<file path="src/mgp_pkg.sv">
// Purpose: Shared constants and types for the masked GPIO data port
// Assumes: Byte-addressed register port from the host command interpreter
// Notes:   Data registers are 16 bits wide, direction registers 8 bits
package mgp_pkg;

    localparam logic [7:0]  MGP_X_DATA_OFS = 8'hC0;
    localparam logic [7:0]  MGP_Y_DATA_OFS = 8'hC2;
    localparam logic [7:0]  MGP_X_DIR_OFS  = 8'hC6;
    localparam logic [7:0]  MGP_Y_DIR_OFS  = 8'hC7;

    localparam logic [7:0]  MGP_MASK_RST   = 8'h00;
    localparam logic [7:0]  MGP_OUT_RST    = 8'h00;
    localparam logic [7:0]  MGP_DIR_RST    = 8'h00;
    localparam logic [7:0]  MGP_SYNC_RST   = 8'h00;
    localparam logic [15:0] MGP_RDATA_RST  = 16'h0000;
    localparam logic [7:0]  MGP_ZERO_BYTE  = 8'h00;

    // Upper byte holds the per-pin enables, lower byte the pin values
    typedef struct packed {
        logic [7:0] en;
        logic [7:0] val;
    } mgp_dreg_t;

endpackage : mgp_pkg

</file>
<file path="src/mgp_masked_gpio_data_port.sv">
// Purpose: Masked data access for the X lines and the low eight Y lines
// Assumes: One clock; pin inputs are asynchronous and are synchronised
// Notes:   Read data appears one cycle after the read strobe
//
// Summary of operation
// - X data register at 0xC0, masked
// - Output pins drive the latch; writes change only enabled bits
// - Input pins read sampled level gated by mask
// - Bits 15..8 are X line enables
// - Bits 7..0 are X line pin data
// - Y data register at 0xC2, same behaviour
// - Bits 15..8 are Y line enables
// - Bits 7..0 are Y line pin data
// - Masks and data reset to zero
// - X direction at 0xC6, 1 is output
// - Y direction at 0xC7, 1 is output
module mgp_masked_gpio_data_port (
    input  wire logic        clk,
    input  wire logic        rstn,
    input  wire logic        ce,
    input  wire logic [7:0]  reg_addr,
    input  wire logic        reg_wr,
    input  wire logic        reg_rd,
    input  wire logic [15:0] reg_wdata,
    output logic      [15:0] reg_rdata,
    output logic             reg_rvalid,
    input  wire logic [7:0]  x_line_pins_in,
    output logic      [7:0]  x_line_pins_out,
    output logic      [7:0]  x_line_pins_oe,
    input  wire logic [7:0]  y_line_pins_in,
    output logic      [7:0]  y_line_pins_out,
    output logic      [7:0]  y_line_pins_oe
);

    logic [7:0]        x_sync1_ff;
    logic [7:0]        x_sync_ff;
    logic [7:0]        y_sync1_ff;
    logic [7:0]        y_sync_ff;
    logic [7:0]        x_mask_ff;
    logic [7:0]        y_mask_ff;
    logic [7:0]        x_out_ff;
    logic [7:0]        y_out_ff;
    logic [7:0]        x_dir_ff;
    logic [7:0]        y_dir_ff;
    logic [15:0]       reg_rdata_ff;
    logic              reg_rvalid_ff;
    logic [15:0]       nxt_rdata;
    mgp_pkg::mgp_dreg_t wr_word;
    logic              wr_x;
    logic              wr_y;
    logic              wr_xdir;
    logic              wr_ydir;

    // Only enabled bits take the new value; the others keep their latched value
    function automatic logic [7:0] masked_write(input logic [7:0] old_v,
                                                input logic [7:0] en,
                                                input logic [7:0] val);
        masked_write = (old_v & ~en) | (val & en);
    endfunction : masked_write

    // Outputs read back their driven level, inputs the synchronised pin
    function automatic logic [7:0] masked_read(input logic [7:0] en,
                                               input logic [7:0] dir,
                                               input logic [7:0] pin,
                                               input logic [7:0] drv);
        masked_read = en & ((dir & drv) | (~dir & pin));
    endfunction : masked_read

    assign wr_word = mgp_pkg::mgp_dreg_t'(reg_wdata);
    assign wr_x    = ce && reg_wr && (reg_addr == mgp_pkg::MGP_X_DATA_OFS);
    assign wr_y    = ce && reg_wr && (reg_addr == mgp_pkg::MGP_Y_DATA_OFS);
    assign wr_xdir = ce && reg_wr && (reg_addr == mgp_pkg::MGP_X_DIR_OFS);
    assign wr_ydir = ce && reg_wr && (reg_addr == mgp_pkg::MGP_Y_DIR_OFS);

    // Two-stage synchronisers on the pin inputs
    always_ff @(posedge clk or negedge rstn) begin
        if (!rstn) begin
            x_sync1_ff <= mgp_pkg::MGP_SYNC_RST;
            x_sync_ff  <= mgp_pkg::MGP_SYNC_RST;
            y_sync1_ff <= mgp_pkg::MGP_SYNC_RST;
            y_sync_ff  <= mgp_pkg::MGP_SYNC_RST;
        end else if (ce) begin
            x_sync1_ff <= x_line_pins_in;
            x_sync_ff  <= x_sync1_ff;
            y_sync1_ff <= y_line_pins_in;
            y_sync_ff  <= y_sync1_ff;
        end
    end

    // X line data register
    always_ff @(posedge clk or negedge rstn) begin
        if (!rstn) begin
            x_mask_ff <= mgp_pkg::MGP_MASK_RST;
            x_out_ff  <= mgp_pkg::MGP_OUT_RST;
        end else if (wr_x) begin
            x_mask_ff <= wr_word.en;
            x_out_ff  <= masked_write(x_out_ff, wr_word.en,
                                      wr_word.val);
        end
    end

    // Y line data register
    always_ff @(posedge clk or negedge rstn) begin
        if (!rstn) begin
            y_mask_ff <= mgp_pkg::MGP_MASK_RST;
            y_out_ff  <= mgp_pkg::MGP_OUT_RST;
        end else if (wr_y) begin
            y_mask_ff <= wr_word.en;
            y_out_ff  <= masked_write(y_out_ff, wr_word.en,
                                      wr_word.val);
        end
    end

    // Direction registers
    always_ff @(posedge clk or negedge rstn) begin
        if (!rstn) begin
            x_dir_ff <= mgp_pkg::MGP_DIR_RST;
            y_dir_ff <= mgp_pkg::MGP_DIR_RST;
        end else begin
            if (wr_xdir) begin
                x_dir_ff <= reg_wdata[7:0];
            end
            if (wr_ydir) begin
                y_dir_ff <= reg_wdata[7:0];
            end
        end
    end

    // Read mux; unmapped offsets read as zero
    always_comb begin
        if (reg_addr == mgp_pkg::MGP_X_DATA_OFS) begin
            nxt_rdata = {x_mask_ff,
                         masked_read(x_mask_ff, x_dir_ff,
                                     x_sync_ff, x_out_ff)};
        end else if (reg_addr == mgp_pkg::MGP_Y_DATA_OFS) begin
            nxt_rdata = {y_mask_ff,
                         masked_read(y_mask_ff, y_dir_ff,
                                     y_sync_ff, y_out_ff)};
        end else if (reg_addr == mgp_pkg::MGP_X_DIR_OFS) begin
            nxt_rdata = {mgp_pkg::MGP_ZERO_BYTE, x_dir_ff};
        end else if (reg_addr == mgp_pkg::MGP_Y_DIR_OFS) begin
            nxt_rdata = {mgp_pkg::MGP_ZERO_BYTE, y_dir_ff};
        end else begin
            nxt_rdata = mgp_pkg::MGP_RDATA_RST;
        end
    end

    always_ff @(posedge clk or negedge rstn) begin
        if (!rstn) begin
            reg_rdata_ff  <= mgp_pkg::MGP_RDATA_RST;
            reg_rvalid_ff <= 1'b0;
        end else if (ce) begin
            reg_rvalid_ff <= reg_rd;
            if (reg_rd) begin
                reg_rdata_ff <= nxt_rdata;
            end
        end
    end

    assign reg_rdata       = reg_rdata_ff;
    assign reg_rvalid      = reg_rvalid_ff;
    // Driven level stays latched while a pin is input, ready for turnaround
    assign x_line_pins_out = x_out_ff;
    assign x_line_pins_oe  = x_dir_ff;
    assign y_line_pins_out = y_out_ff;
    assign y_line_pins_oe  = y_dir_ff;

    x_mask_wr_a: assert property (@(posedge clk) disable iff (!rstn)
        wr_x |=> x_mask_ff == $past(reg_wdata[15:8]))
        else $error("x mask not taken from write");

    y_mask_wr_a: assert property (@(posedge clk) disable iff (!rstn)
        wr_y |=> y_mask_ff == $past(reg_wdata[15:8]))
        else $error("y mask not taken from write");

    x_out_wr_a: assert property (@(posedge clk) disable iff (!rstn)
        wr_x |=> x_line_pins_out ==
            (($past(x_out_ff) & ~$past(reg_wdata[15:8]))
             | ($past(reg_wdata[7:0]) & $past(reg_wdata[15:8]))))
        else $error("x pins not masked write");

    y_out_wr_a: assert property (@(posedge clk) disable iff (!rstn)
        wr_y |=> y_line_pins_out ==
            (($past(y_out_ff) & ~$past(reg_wdata[15:8]))
             | ($past(reg_wdata[7:0]) & $past(reg_wdata[15:8]))))
        else $error("y pins not masked write");

    x_read_val_a: assert property (@(posedge clk) disable iff (!rstn)
        (ce && reg_rd && reg_addr == mgp_pkg::MGP_X_DATA_OFS
         && x_dir_ff == 8'h00)
        |=> reg_rvalid && reg_rdata ==
            {$past(x_mask_ff), $past(x_mask_ff) & $past(x_sync_ff)})
        else $error("x input read wrong");

    y_read_val_a: assert property (@(posedge clk) disable iff (!rstn)
        (ce && reg_rd && reg_addr == mgp_pkg::MGP_Y_DATA_OFS
         && y_dir_ff == 8'h00)
        |=> reg_rvalid && reg_rdata ==
            {$past(y_mask_ff), $past(y_mask_ff) & $past(y_sync_ff)})
        else $error("y input read wrong");

    rd_pulse_a: assert property (@(posedge clk) disable iff (!rstn)
        (ce && !reg_rd) |=> !reg_rvalid)
        else $error("read valid without read");

    masked_zero_a: assert property (@(posedge clk) disable iff (!rstn)
        (ce && reg_rd && (reg_addr == mgp_pkg::MGP_X_DATA_OFS
                          || reg_addr == mgp_pkg::MGP_Y_DATA_OFS))
        |=> (reg_rdata[7:0] & ~reg_rdata[15:8]) == 8'h00)
        else $error("disabled pin read nonzero");

    x_dir_oe_a: assert property (@(posedge clk) disable iff (!rstn)
        wr_xdir |=> x_line_pins_oe == $past(reg_wdata[7:0]))
        else $error("x direction not applied");

    y_dir_oe_a: assert property (@(posedge clk) disable iff (!rstn)
        wr_ydir |=> y_line_pins_oe == $past(reg_wdata[7:0]))
        else $error("y direction not applied");

    y_hold_a: assert property (@(posedge clk) disable iff (!rstn)
        !wr_y |=> $stable(y_line_pins_out) && $stable(y_mask_ff))
        else $error("y register changed without write");

    // No disable here: the check is meant to run while reset is held
    rst_clear_a: assert property (@(posedge clk)
        !rstn |-> x_line_pins_out == mgp_pkg::MGP_OUT_RST
                  && y_line_pins_out == mgp_pkg::MGP_OUT_RST
                  && x_line_pins_oe == mgp_pkg::MGP_DIR_RST
                  && y_line_pins_oe == mgp_pkg::MGP_DIR_RST
                  && !reg_rvalid)
        else $error("outputs not cleared in reset");

endmodule : mgp_masked_gpio_data_port

</file>
<file path="config.mk">
export PLATFORM = sky130hd
export DESIGN_NAME = mgp_masked_gpio_data_port
export DESIGN_NICKNAME = d
export VERILOG_FILES = /design/src/mgp_pkg.sv /design/src/mgp_masked_gpio_data_port.sv
export SDC_FILE = /design/constraint.sdc
export NUM_CORES = 1
export LEC_CHECK = 0
export ABC_CLOCK_PERIOD_IN_PS = 2000
export BUFFER_PORTS_ARGS = -buffer_cell sky130_fd_sc_hd__buf_4
export CAP_MARGIN = 20
export CORE_MARGIN = 8
export CORE_UTILIZATION = 35
export DETAILED_ROUTE_END_ITERATION = 7
export SLEW_MARGIN = 15
export SYNTH_ARGS = -nofsm -noshare
export SYNTH_HDL_FRONTEND = slang
export SYNTH_SLANG_ARGS = --single-unit
</file>
<file path="constraint.sdc">
create_clock -name clk -period 2 [get_ports clk]
set_clock_uncertainty 0.05 [all_clocks]
set_input_delay 0.1 -clock clk [delete_from_list [all_inputs] [get_ports clk]]
set_output_delay 0.1 -clock clk [all_outputs]
set_load 0.01 [all_outputs]
</file>
==> impl_metrics.toml <==
[final_layout]
drive_gt1_share_pct = 45.6
nets = 507
fillers = 1065
seqCellArea_mm2 = 0.00243
antenna_cells = 0
multi_input_area_mm2 = 0.00159
area_growth_pct = 37.6

[grt]
antenna_found_initial = 0
grt_usage_pct = 15.1
grt_pass1_vias = 3377
grt_overflow = 0
grt_max_degree = 45
grt_first_pass_wirelength_mm = 18.5

[sta]
fin_crit_sh_pct = 67.8
min_period_ps = 1360
worstMarginPinSlew_ps = 596
finalHoldViolCount = 0
tns_ps = 0
fmax_mhz = 737
grt_setup_unrepaired = "no"
holdWs_ps = 141
setup_viol = 0
slew_viol_final = 0
slew_headroom_pct = 60.2

[hold_path]
hold_path.class = "in -> reg"

[critical_path]
critPathKind = "in -> reg"
worst_ep_required_time_ps = 2180
end_kind = "register"
crit_fanout = 11
cp.arrival_ps = 1540
start_kind = "input port"

[routing]
via_per_inst = 4.99
ant_nets = 0
vias = 3066
drc = 0
wl_per_cell_um = 18.6
firstDrtPassIters = 4
drt_iter0_drc = 157
drt-total-wl_mm = 11.4

[synth]
synth_area_mm2 = 0.00418
syn-instance-count = 325
ys_types = 27
yosysWarnings = 0
synth_top_area_share_pct = 58.1
synth-xor-area-share_pct = 0
ys_ff_latch = 97
synth-simple-area-share_pct = 7.69
async_reset_ff_share_pct = 100
synth_compound_area_share_pct = 8.50
synthMostInstantiatedCell = "dfrtp_1"
synth_top_cell_by_area = "dfrtp_1"
synth_top_family_by_area = "multiplexers"
synth_common_cells = "97 x dfrtp_1, 78 x mux2_2, 24 x nor2_1"
synth_nets = 370
synthAdderAreaFrac_pct = 0
synth_edf_count = 0
netlist_top_cells_area = "dfrtp_1 58%, mux2_2 21%, nor2_1 2.2%"
avgSynthCellArea_um2 = 12.9
synth-main-ff-cell = "dfrtp_1"
yosysSeqAreaShare_pct = 58.1
synth.mux.area_fraction_pct = 21.7

[clocking]
clock_sinks = 97
path_clk_slew_ps = 70
clk_path_buf_depth = 2
cts_resized = 0
cts_tree = "built"
htree_levels = 3
clock_latency_ps = 350
root_buffer = "clkbuf_16"
cts_buffers = 9
hold_buffers = 33
post-cts-setup-buffers = 0

[placed_design]
gp_congestion = 0.775
hpwlAfterDp_mm = 8.24
portBuffers = 93

[floorplan]
dieArea_mm2 = 0.0157
fp.coreArea_mm2 = 0.0118
start_util_pct = 35.4
die_w_um = 125
rows = 40
ios = 94
die_h_um = 125

[run_status]
status = "complete, no violations"

[pwr]
ir_drop_v = 0.000342
power_density_mw_per_mm2 = 797
p_leak_uw = 0.00274

[job]
drv_cap = 0
logic make-up after synthesis:
family / after synthesis
buffers and inverters: 36
and+or+nand+nor: 63
muxes: 80
DFF: 97
AOI/OAI and AO/OA: 49
critical path, cell delays in order:
cell,delay [ps]
buf_4,110
and4bb_2,440
nand3_1,140
nor2b_1,210
buf_4,200
mux2_2,340
final cells by class:
cell class                 count  share of cell area [%]
multi-input combinational    192                    27.7
clock buffer                  10                    4.16
tap                          147                    3.20
clock inverter                 6                    1.26
sequential                    97                    42.2
inverter                      17                    1.11
timing repair buffer         145                    20.4
cell usage in the layout (no fill, tap or decap), types with 2 or more instances in the layout:
master	netlist	layout
a221oi_1	8	8
a31oi_1	8	8
a32o_1	8	8
a32oi_1	8	8
and2_1	4	4
and4_1	2	2
buf_4	0	112
clkbuf_16	0	9
dfrtp_1	97	97
dlygate4sd3_1	0	33
inv_1	17	17
inv_6	0	3
mux2_2	78	78
mux2_4	2	2
nand2_1	23	23
nand2_4	2	2
nor2_1	24	24
nor2b_1	2	2
o21ai_0	17	17
metal layers:
metal / track usage, % / routed length [µm] / up-vias
met5: 0 / 0 / -
met4: 6.59 / 195 / 0
met3: 4.46 / 747 / 13
met2: 24.6 / 5540 / 79
met1: 18.2 / 4950 / 1537
li1: - / - / 1437
through the flow:
| stage | util, % | cells | cell area [µm²] | setup WS [ps] | power (µW) |
|---|---|---|---|---|---|
| finish | 48.7 | 614 | 5750 | 644 | 4580 |
| global route | 48.7 | 614 | 5750 | 531 | 4770 |
| CTS | 48.7 | 614 | 5750 | 638 | 4640 |
| detailed placement | 43.2 | 565 | 5110 | 294 | 2770 |
| global placement | 43.2 | 565 | 5110 | 285 | 2750 |
| floorplan | - | 325 | 4180 | 490 | 2460 |
path summary, 6_finish.rpt:
| kind | start | endpoint | slack, ps | cells after the start |
|---|---|---|---|---|
| max in group asynchronous | rstn | y_mask_ff[3] | 960 | 3 |
| worst max-delay path | reg_addr[4] | y_line_pins_oe[3] | 640 | 6 |
| worst max register to register | y_line_pins_oe[4] | reg_rdata[4] | 650 | 4 |
| min in group asynchronous | rstn | y_line_pins_oe[0] | 240 | 2 |
| worst min register to register | y_sync1_ff[0] | y_sync1_ff[0] | 450 | 1 |
| worst min-delay path | ce | reg_rvalid | 140 | 2 |
power breakdown:
group | internal, µW | switching, µW | total [µW]
Combinational | 328 | 238 | 566
Sequential | 2110 | 95.9 | 2210
Clock | 1020 | 784 | 1810
Total | 3460 | 1120 | 4580
Note: power is estimated with default switching activity, not from simulation.
